`config.mk`:
```
export PLATFORM = sky130hd
export DESIGN_NAME = wwdg_top
export DESIGN_NICKNAME = d
export VERILOG_FILES = /design/src/inc/wwdg_pkg.sv /design/src/wwdg_sync.sv /design/src/wwdg_top.sv
export SDC_FILE = /design/constraint.sdc
export NUM_CORES = 1
export LEC_CHECK = 0
export BUFFER_PORTS_ARGS = -buffer_cell sky130_fd_sc_hd__buf_2
export CAP_MARGIN = 20
export CORE_MARGIN = 2
export CORE_UTILIZATION = 45
export DETAILED_ROUTE_END_ITERATION = 6
export GPL_TIMING_DRIVEN = 0
export PLACE_DENSITY_LB_ADDON = 0.05
export SYNTH_ARGS = -nofsm -noshare
export SYNTH_HDL_FRONTEND = slang
export SYNTH_SLANG_ARGS = --single-unit
export TNS_END_PERCENT = 1
```
`constraint.sdc`:
```
create_clock -name mclk -period 2.6 [get_ports mclk]
set_input_delay 0.13 -clock mclk [delete_from_list [all_inputs] [get_ports mclk]]
set_output_delay 0.13 -clock mclk [all_outputs]
set_load 0.01 [all_outputs]
```
`src/inc/wwdg_pkg.sv`:
```
// Package of the window watchdog: timing constants, strap and fault types
// Assumes a 40 MHz core clock; all counts derive from it
package wwdg_pkg;
   // Core clock rate
   localparam longint unsigned CLK_HZ = 64'd40000000;
   // Window timeouts in microseconds
   localparam longint unsigned WIN_SHORT_US = 64'd250000;
   localparam longint unsigned WIN_LONG_US = 64'd2500000;
   localparam longint unsigned WIN_SHORT_CYC = (WIN_SHORT_US * CLK_HZ) / 64'd1000000;
   localparam longint unsigned WIN_LONG_CYC = (WIN_LONG_US * CLK_HZ) / 64'd1000000;
   // Default capacitor window: 6.25 ms base for no capacitor
   localparam longint unsigned WIN_CAP_US = 64'd6250;
   localparam longint unsigned WIN_CAP_CYC = (WIN_CAP_US * CLK_HZ) / 64'd1000000;
   // Ratio divisors in tenths, so integer division keeps one decimal
   localparam longint unsigned DIV_HI_SHORT_X10 = 64'd1249;
   localparam longint unsigned DIV_HI_LONG_X10 = 64'd1277;
   localparam longint unsigned DIV_LO_SHORT_X10 = 64'd318;
   localparam longint unsigned DIV_LO_LONG_X10 = 64'd320;
   localparam longint unsigned DIV_HI_CAP_X10 = 64'd645;
   localparam longint unsigned DIV_LO_CAP_X10 = 64'd258;
   // Worst-case capacitor divisors, kept for reference of bounds
   localparam longint unsigned DIV_HI_CAP_MAX_X10 = 64'd516;
   localparam longint unsigned DIV_HI_CAP_MIN_X10 = 64'd927;
   localparam longint unsigned DIV_LO_CAP_MAX_X10 = 64'd235;
   localparam longint unsigned DIV_LO_CAP_MIN_X10 = 64'd287;
   // Fault reset hold time in microseconds
   localparam longint unsigned RST_HOLD_US = 64'd25000;
   localparam longint unsigned RST_HOLD_CYC = (RST_HOLD_US * CLK_HZ) / 64'd1000000;
   // Counter width
   localparam int CNT_W = 27;
   // Reset values
   localparam logic [CNT_W-1:0] CNT_RST = 27'h0;

   // Strap settings
   typedef struct packed {
      logic cap_mode;
      logic timeout_select;
      logic window_ratio_select;
   } wwdg_straps_t;

   // Fault flags
   typedef struct packed {
      logic early;
      logic late;
   } wwdg_fault_t;

   // Watchdog states
   typedef enum logic [2:0] {
      WWDG_FIRST = 3'b001,
      WWDG_ARMED = 3'b010,
      WWDG_HOLD = 3'b100
   } wwdg_state_e_t;
endpackage : wwdg_pkg

```
`src/wwdg_sync.sv`:
```
// Two-stage synchroniser for the trigger pin
// Assumes an asynchronous source; output lags the pin by two edges
`timescale 1ns/1ps
module wwdg_sync
(
   input wire logic mclk,
   input wire logic rst_n,
   input wire logic din,
   output logic dout
);
   typedef struct packed {
      logic s1;
      logic s2;
   } wwdg_sync_st_t;

   wwdg_sync_st_t st;
   wwdg_sync_st_t next_st;

   ////////////////////////////////////////////////////////////////////
   // Shift chain; first stage read only by the second
   always_comb
   begin
      next_st.s1 = din;
      next_st.s2 = st.s1;
   end

   // Register stage
   always_ff @(posedge mclk or negedge rst_n)
   begin
      if (!rst_n)
      begin
         st <= 2'h0;
      end
      else
      begin
         st <= next_st;
      end
   end

   assign dout = st.s2;
endmodule : wwdg_sync

```
`src/wwdg_top.sv`:
```
// Window watchdog core: window timing, fault detection and reset output
// Assumes mclk is free running; straps are static after reset release
//
// Function
// - Free-running clock; trigger rising edge acts on the third internal clock edge after it (two-stage sync, then state register).
// - Ratio strap chooses one of two fixed lower-boundary ratios.
// - Ratio high: boundary is window over 124.9 (short) or 127.7 (long).
// - Ratio low: boundary is window over 31.8 (short) or 32 (long).
// - Capacitor mode, ratio high: boundary is window over 64.5.
// - Capacitor mode, ratio low: boundary is window over 25.8.
// - Window is 0.25 s, 2.5 s, or capacitor programmed.
// - Timeout strap high selects the 2.5 s window when capacitor mode is off.
// - Missing trigger or early trigger is a fault causing reset.
// - Each trigger edge outside the reset hold clears timers; unless early, it starts a new window.
// - Lower-boundary check off in first window, on after first edge.
`timescale 1ns/1ps
module wwdg_top
#(
   parameter logic [wwdg_pkg::CNT_W-1:0] WIN_SHORT = wwdg_pkg::CNT_W'(wwdg_pkg::WIN_SHORT_CYC),
   parameter logic [wwdg_pkg::CNT_W-1:0] WIN_LONG = wwdg_pkg::CNT_W'(wwdg_pkg::WIN_LONG_CYC),
   parameter logic [wwdg_pkg::CNT_W-1:0] WIN_CAP = wwdg_pkg::CNT_W'(wwdg_pkg::WIN_CAP_CYC),
   parameter logic [wwdg_pkg::CNT_W-1:0] RST_HOLD = wwdg_pkg::CNT_W'(wwdg_pkg::RST_HOLD_CYC)
)
(
   input wire logic mclk,
   input wire logic rst_n,
   input wire logic watchdog_trigger_in,
   input wire wwdg_pkg::wwdg_straps_t straps,
   output logic wd_reset_n,
   output wwdg_pkg::wwdg_fault_t fault
);
   import wwdg_pkg::*;

   // Lower boundaries per strap setting, divisors in tenths
   localparam logic [CNT_W-1:0] LB_HI_SHORT = CNT_W'((64'(WIN_SHORT) * 64'd10) / DIV_HI_SHORT_X10);
   localparam logic [CNT_W-1:0] LB_HI_LONG = CNT_W'((64'(WIN_LONG) * 64'd10) / DIV_HI_LONG_X10);
   localparam logic [CNT_W-1:0] LB_LO_SHORT = CNT_W'((64'(WIN_SHORT) * 64'd10) / DIV_LO_SHORT_X10);
   localparam logic [CNT_W-1:0] LB_LO_LONG = CNT_W'((64'(WIN_LONG) * 64'd10) / DIV_LO_LONG_X10);
   localparam logic [CNT_W-1:0] LB_HI_CAP = CNT_W'((64'(WIN_CAP) * 64'd10) / DIV_HI_CAP_X10);
   localparam logic [CNT_W-1:0] LB_LO_CAP = CNT_W'((64'(WIN_CAP) * 64'd10) / DIV_LO_CAP_X10);

   typedef struct packed {
      wwdg_state_e_t state;
      logic [CNT_W-1:0] cnt;
      logic trig_q;
      logic [2:0] cfg_meta;
      logic [2:0] cfg;
      logic rst_out_n;
      wwdg_fault_t fault;
   } wwdg_top_st_t;

   wwdg_top_st_t st;
   wwdg_top_st_t next_st;
   logic trig_sync;
   logic trig_rise;
   logic [CNT_W-1:0] win_len;
   logic [CNT_W-1:0] low_bound;

   ////////////////////////////////////////////////////////////////////
   // Trigger pin synchroniser
   wwdg_sync u_sync
   (
      .mclk(mclk),
      .rst_n(rst_n),
      .din(watchdog_trigger_in),
      .dout(trig_sync)
   );

   // Edge detect on synchronised trigger
   assign trig_rise = trig_sync & ~st.trig_q;

   ////////////////////////////////////////////////////////////////////
   // Window and boundary selection from registered straps
   always_comb
   begin
      win_len = WIN_SHORT;
      low_bound = LB_LO_SHORT;
      if (st.cfg[2])
      begin
         win_len = WIN_CAP;
         low_bound = st.cfg[0] ? LB_HI_CAP : LB_LO_CAP;
      end
      else if (st.cfg[1])
      begin
         win_len = WIN_LONG;
         low_bound = st.cfg[0] ? LB_HI_LONG : LB_LO_LONG;
      end
      else
      begin
         win_len = WIN_SHORT;
         low_bound = st.cfg[0] ? LB_HI_SHORT : LB_LO_SHORT;
      end
   end

   ////////////////////////////////////////////////////////////////////
   // Next-state logic
   always_comb
   begin
      next_st = st;
      next_st.trig_q = trig_sync;
      // Strap pins pass two flip-flops before the window logic reads them
      next_st.cfg_meta = straps;
      next_st.cfg = st.cfg_meta;
      next_st.fault = 2'h0;
      case (st.state)
         WWDG_FIRST:
         begin
            next_st.rst_out_n = 1'b1;
            if (trig_rise)
            begin
               next_st.cnt = CNT_RST;
               next_st.state = WWDG_ARMED;
            end
            else if (st.cnt >= win_len - 1'b1)
            begin
               next_st.fault.late = 1'b1;
               next_st.cnt = CNT_RST;
               next_st.rst_out_n = 1'b0;
               next_st.state = WWDG_HOLD;
            end
            else
            begin
               next_st.cnt = st.cnt + 1'b1;
            end
         end
         WWDG_ARMED:
         begin
            next_st.rst_out_n = 1'b1;
            if (trig_rise && (st.cnt < low_bound))
            begin
               next_st.fault.early = 1'b1;
               next_st.cnt = CNT_RST;
               next_st.rst_out_n = 1'b0;
               next_st.state = WWDG_HOLD;
            end
            else if (trig_rise)
            begin
               next_st.cnt = CNT_RST;
            end
            else if (st.cnt >= win_len - 1'b1)
            begin
               next_st.fault.late = 1'b1;
               next_st.cnt = CNT_RST;
               next_st.rst_out_n = 1'b0;
               next_st.state = WWDG_HOLD;
            end
            else
            begin
               next_st.cnt = st.cnt + 1'b1;
            end
         end
         WWDG_HOLD:
         begin
            next_st.rst_out_n = 1'b0;
            if (st.cnt >= RST_HOLD - 1'b1)
            begin
               next_st.cnt = CNT_RST;
               next_st.rst_out_n = 1'b1;
               next_st.state = WWDG_FIRST;
            end
            else
            begin
               next_st.cnt = st.cnt + 1'b1;
            end
         end
         default:
         begin
            next_st.state = WWDG_FIRST;
            next_st.cnt = CNT_RST;
            next_st.rst_out_n = 1'b1;
         end
      endcase
   end

   ////////////////////////////////////////////////////////////////////
   // State register
   always_ff @(posedge mclk or negedge rst_n)
   begin
      if (!rst_n)
      begin
         st.state <= WWDG_FIRST;
         st.cnt <= CNT_RST;
         st.trig_q <= 1'b0;
         st.cfg_meta <= 3'h0;
         st.cfg <= 3'h0;
         st.rst_out_n <= 1'b1;
         st.fault <= 2'h0;
      end
      else
      begin
         st <= next_st;
      end
   end

   // Outputs straight from flip-flops
   assign wd_reset_n = st.rst_out_n;
   assign fault = st.fault;
endmodule : wwdg_top

```
=== Word-level counts from Yosys, hierarchy flattened ===
Cells that the tools add are included.

* Register bits: 42
* Bits in latches: 0
* Bits in writable memories: 0
* ROM bits: 0
* Bits of input ports: 6
* Output and inout bits: 3
* Memories: 0

* $add $sub $neg: 2
* $mul: 0
* Divide/modulo/power cells: 0
* $lt $le $gt $ge: 3
* Equal/unequal tests: 5
* Shift operators: 0
* Multiplexer cells: 27
* Bitwise gates (word level): 2
* Reductions and logical operators: 2

{| class="wikitable"
|+ Operator list
! operator !! count
|-
| two-way mux 27 bit || 5
|-
| case mux 30 bit (3 select lines) || 1
|-
| two-way mux 22 bit || 3
|-
| two-way mux 30 bit || 2
|-
| adder 27 x 1 -> 27 bit, second input constant || 1
|-
| greater-or-equal comparator 27 x 20 -> 1 bit, second input constant || 1
|-
| greater-or-equal comparator 27 bit || 1
|-
| < comparator 27 bit || 1
|-
| subtractor 27 x 1 -> 27 bit, second input constant || 1
|-
| two-way mux 19 bit || 1
|-
| two-way mux 14 bit || 1
|-
| two-way mux 1 bit || 9
|-
| two-way mux 3 bit || 3
|-
| == test 3 x 1 -> 1 bit, second input constant || 1
|-
| == test 3 x 2 -> 1 bit, second input constant || 1
|-
| == test 3 bit, second input constant || 1
|-
| != test 3 bit, second input constant || 1
|-
| case mux 1 bit (3 select lines) || 1
|-
| != test 2 bit, second input constant || 1
|-
| case mux 1 bit (2 select lines) || 1
|-
| AND reduction 2 bit || 1
|-
| bitwise AND 1 bit || 1
|-
| logical AND 1 bit || 1
|-
| inverter 1 bit || 1
|}

=== Depth between registers and ports, before layout ===
* Depth in word-level cells: 8
* Depth in mapped cells: 11
* Gate-level depth less buffers: 11

=== Hierarchy ===
From an unflattened synthesis, not the netlist that was laid out.

* Cell total of the unflattened synthesis: 336
* Area total of the unflattened synthesis: 3333.2 µm²

{| class="wikitable"
|+ By module, submodules not included
! module !! instances !! cells an instance !! area each (µm²) !! sequential area each (µm²)
|-
| wwdg_top || 1 || 334 || 3283.1 || 1003.5
|-
| wwdg_sync || 1 || 2 || 50.0 || 50.0
|}

=== Least setup slack after synthesis ===
OpenSTA, ideal clock, no wires.

* Path type: reg2reg
* Start point: register st[5] in the netlist's numbering
* End point: register st[10] in the netlist's numbering
* Arrival time: 2.490 ns
* Data required time: 2.522 ns
* Path slack: 0.032 ns
* Stages on the path, launching flop included: 9
* Path buffers: 1
* Path through: dfrtp_1 nor2_1 inv_1 ha_1 a211o_1 a221oi_1 nand4_2 buf_2 a21oi_1

{| class="wikitable"
|+ RTL lines
! what !! line !! RTL
|-
| from (decl) || wwdg_top.sv:52 || <nowiki>wwdg_top_st_t st;</nowiki>
|-
| from (signal assigned) || wwdg_top.sv:191 || <nowiki>st <= next_st;</nowiki>
|}

=== Worst setup path after layout ===
* Start point: register st[4] in the netlist's numbering
* End point: register st[39] in the netlist's numbering

* Cells in the longest elaborated chain, start to end: 8
* Elaborated cells between the ends (all ways): 15
* Those cells by class: add/sub (1); order compare (2); eq/ne (1); mux (9); reduce/logical (2)

{| class="wikitable"
|+ RTL lines
! what !! line !! RTL
|-
| two-way mux 27 bit || wwdg_top.sv:83 || <nowiki>else if (st.cfg[1])</nowiki>
|-
| two-way mux 27 bit || wwdg_top.sv:78 || <nowiki>if (st.cfg[2])</nowiki>
|-
| subtractor 27 x 1 -> 27 bit || wwdg_top.sv:114, wwdg_top.sv:140 ||
|-
| greater-or-equal comparator 27 bit || wwdg_top.sv:114, wwdg_top.sv:140 ||
|-
| two-way mux 3 bit (2 in a row) || n/a ||
|-
| two-way mux 30 bit || wwdg_top.sv:129 || <nowiki>if (trig_rise && (st.cnt < low_bound))</nowiki>
|-
| case mux 30 bit (3 select lines) || wwdg_top.sv:105 || <nowiki>case (st.state)</nowiki>
|}

Parallel ways exist; a longest one is shown, timed or not. The select of a mux whose other input is x is not followed.
A chain may end at the register's enable or synchronous reset.

==> results.py <==
metrics = {
    "critical_path": {
        "crit_chain": "inv_2 -> ha_4 -> or2_4 -> and2_4 -> ha_4 -> nand4_1 -> a211o_1 -> a41oi_2 -> o21a_1 -> a21oi_2",
        "r2r_setup_slack_ns": 0.06,
        "regToRegStartpoint": "st[4]",
        "cpMostUsedCell": "ha_4",
        "crit_fanout": 5,
        "timing.rr.end": "st[39]",
        "cp-startpoint": "st[4]",
        "crit_arrival_ns": 2.73,
        "r2r.worst_path.cells": 10,
        "start_kind": "flip-flop",
        "crit_type": "reg2reg",
        "critPathMaxStageDelay_ns": 0.42,
        "cp_slowest_cell": "dfrtp_1",
        "critPathRequiredTime_ns": 2.79,
        "crit_path_end_kind": "flip-flop",
        "crit_buf_inv": 1,
        "critPathTopFamily": "compound AO/OA/AOI/OAI gates",
    },
    "placement": {
        "dp.cells": 407,
        "gp_congestion": 0.8452,
        "dp_hpwl_um": 5232,
        "port_buffers": 8,
        "preCtsSetupSlack_ns": -0.8119,
    },
    "floorplan": {
        "fp.dieH_um": 86.94,
        "coreArea_um2": 6719,
        "die_area_um2": 7559,
        "num_rows": 30,
        "start_util_pct": 46.07,
        "die_w_um": 86.94,
        "num_io_pins": 9,
    },
    "clock_tree": {
        "clk_pin_slew_ns": 0.09,
        "cts.sinks": 42,
        "htreeDepth": 2,
        "cts_buffer_depth": 2,
        "clock_latency_ns": 0.30,
        "cts_tree": "built",
        "root_buffer": "clkbuf_8",
        "cts_made_buffers": 5,
    },
    "yosys": {
        "yosysWarnings": 0,
        "syn_nets": 375,
        "ys_seq_area_share_pct": 34.03,
        "yosysUniqueCellTypes": 57,
        "syn_inst": 319,
        "synth_ff_type": "dfrtp_1",
        "avgSynthCellArea_um2": 9.704,
        "syn_area_um2": 3095,
        "synthArstFlopShare_pct": 100.0,
        "synth_edf_count": 0,
        "ys_ff_latch": 42,
    },
    "grt": {
        "antenna_found_initial": 0,
        "grt_pass1_wl_um": 12320,
        "overflow": 0,
        "first_global_vias": 2328,
        "grt_max_degree": 43,
        "grtUsageTotal_pct": 21.25,
    },
    "timing": {
        "period_share_pct": 97.74,
        "rsz0062_at_grt": "yes",
        "fin_ws_ns": 0.05873,
        "worst_pin_slew_ns": 0.9326,
        "slew_viol_final": 0,
        "fmax_ghz": 0.3935,
        "slew_headroom_pct": 37.82,
        "whs_ns": -0.05040,
        "hold_viol_final": 40,
        "setup_viol": 0,
        "clock_skew_ns": 0.005237,
        "finalCriticalPeriod_ns": 2.541,
    },
    "cells_and_area": {
        "layoutNonFillerInstCount": 431,
        "areaGrowthSynthToFinish_pct": 14.67,
        "final_nets": 406,
        "utilization_pct": 52.83,
        "insertedDiodeCount": 0,
        "n_fill_cell": 618,
        "final_common_cell": "ha_1",
        "layout_common_cells": "ha_1, a21oi_1, dfrtp_1, nand2_1, xor2_1",
        "layout-drive-gt1-share_pct": 20.51,
    },
    "outcome": {
        "violations": "hold timing",
        "status": "finished with violations",
    },
    "drt": {
        "vias": 2392,
        "drt_pre_antenna_iters": 4,
        "wl_um": 7268,
        "drc": 0,
        "vias_per_cell": 5.550,
        "ant_nets": 0,
        "wl_per_cell_um": 16.86,
        "drt_iter0_drc": 68,
    },
    "worst_hold_path": {
        "holdCritPathClass": "in2async",
    },
    "run": {
        "cap_violations": 0,
    },
    "power": {
        "power.total_mw": 1.766,
        "ir_drop_v": 0.0003396,
        "powerDensity_nw_per_um2": 497.5,
        "p_leak_nw": 1.617,
    },
}
-- metal layers --
metal	wire length (um)	track usage (%)	vias up	part of all wire [%]
li1	-	-	1221	-
met1	3826	32.25	1141	53
met2	3190	30.60	22	44
met3	158	4.171	8	2.2
met4	92	5.682	0	1.3
met5	0	0	-	0
-- repair_timing --
action / in CTS / in global routing
buffers inserted: 4 / 8
hold buffers: 4 / 0
gates resized for setup: 12 / 17
endpoints found under the setup margin: 33 / 30
pin swaps: 3 / 11
endpoints found under the hold margin: 4 / 0
-- state kept, by name, summed over array words and instances (netlist names) --
signal,count
st,34
next_st,3
fault,2
u_sync.dout,1
u_sync.next_st,1
wd_reset_n,1
-- how the worst max path moves through the flow --
stage,end,slack [ns],depth (start not counted)
2_1_floorplan,st[10],0.03,8
3_3_place_gp,st[32],-0.85,11
3_5_place_dp,st[15],-0.81,11
4_1_cts,st[36],0.001,9
5_1_grt,st[31],-0.06,9
6_report,st[39],0.06,10
-- metrics by stage --
stage / instance area (um2) / hold WS (ns) / setup TNS [ns]
floorplan: 3095 / -0.1656 / 0
global placement: 3236 / 0.2379 / -22.78
detailed placement: 3236 / 0.2402 / -21.69
CTS: 3418 / 0.01345 / 0
global route: 3550 / 0.04729 / -0.7813
finish: 3550 / -0.05040 / 0
-- layout make-up --
class                           instances  area (um2)  area share [%]
Buffer                                  6       52.55           1.480
Clock buffer                            6       72.57           2.044
Clock inverter                          2       13.76          0.3877
Inverter                               12       50.05           1.410
Multi-Input combinational cell        259        2031           57.21
Sequential cell                        42        1056           29.75
Tap cell                               80       100.1           2.820
Timing Repair Buffer                   24       173.9           4.900
-- logic make-up (layout without fill, tap and decap cells) --
kind of cell / after synthesis / after routing / synth area share (%)
flip-flops: 42 / 42 / 34.03
multiplexers: 1 / 1 / 0.3638
other: 2 / 2 / 0.2426
AND/OR/NAND/NOR: 102 / 102 / 20.37
AO/OA/AOI/OAI: 79 / 79 / 14.96
adder cells (fa/ha/maj): 50 / 50 / 20.21
buffers and inverters: 18 / 50 / 2.749
XOR/XNOR: 25 / 25 / 7.074
-- cell usage after synthesis (2+ instances only) --
library cell,n,area [um2]
inv_1,11,41.29
nor4_1,2,12.51
and4_1,2,17.52
nand3_1,11,55.05
xnor2_1,9,78.83
nor2b_1,2,12.51
nor2_2,2,12.51
a21boi_0,2,15.01
o21a_1,3,22.52
and2_1,4,25.02
a211o_1,2,17.52
nor2_1,12,45.04
buf_2,2,10.01
nand2b_1,3,18.77
a21o_1,3,22.52
o211ai_1,2,15.01
nor3_1,6,30.03
and3_1,2,12.51
a21oi_1,46,230.2
or3_1,2,12.51
ha_1,50,625.6
dfstp_2,2,52.55
dfrtp_1,40,1001
buf_4,4,30.03
o21ai_0,11,55.05
and2b_1,2,15.01
or4_4,2,22.52
or2_2,5,31.28
xor2_1,16,140.1
nand4_1,9,56.30
nand2_1,22,82.58
conb_1,2,7.510
o21ai_1,2,10.01
-- report_power, final --
group          leakage (nW)  internal [mW]  total (mW)  switching, mW
logic                  1.02          0.237       0.551          0.315
registers             0.554          0.713       0.777         0.0644
clock network        0.0452          0.190       0.438          0.248
total                  1.62           1.14        1.77          0.627
Note: power is estimated with default switching activity, not from simulation.
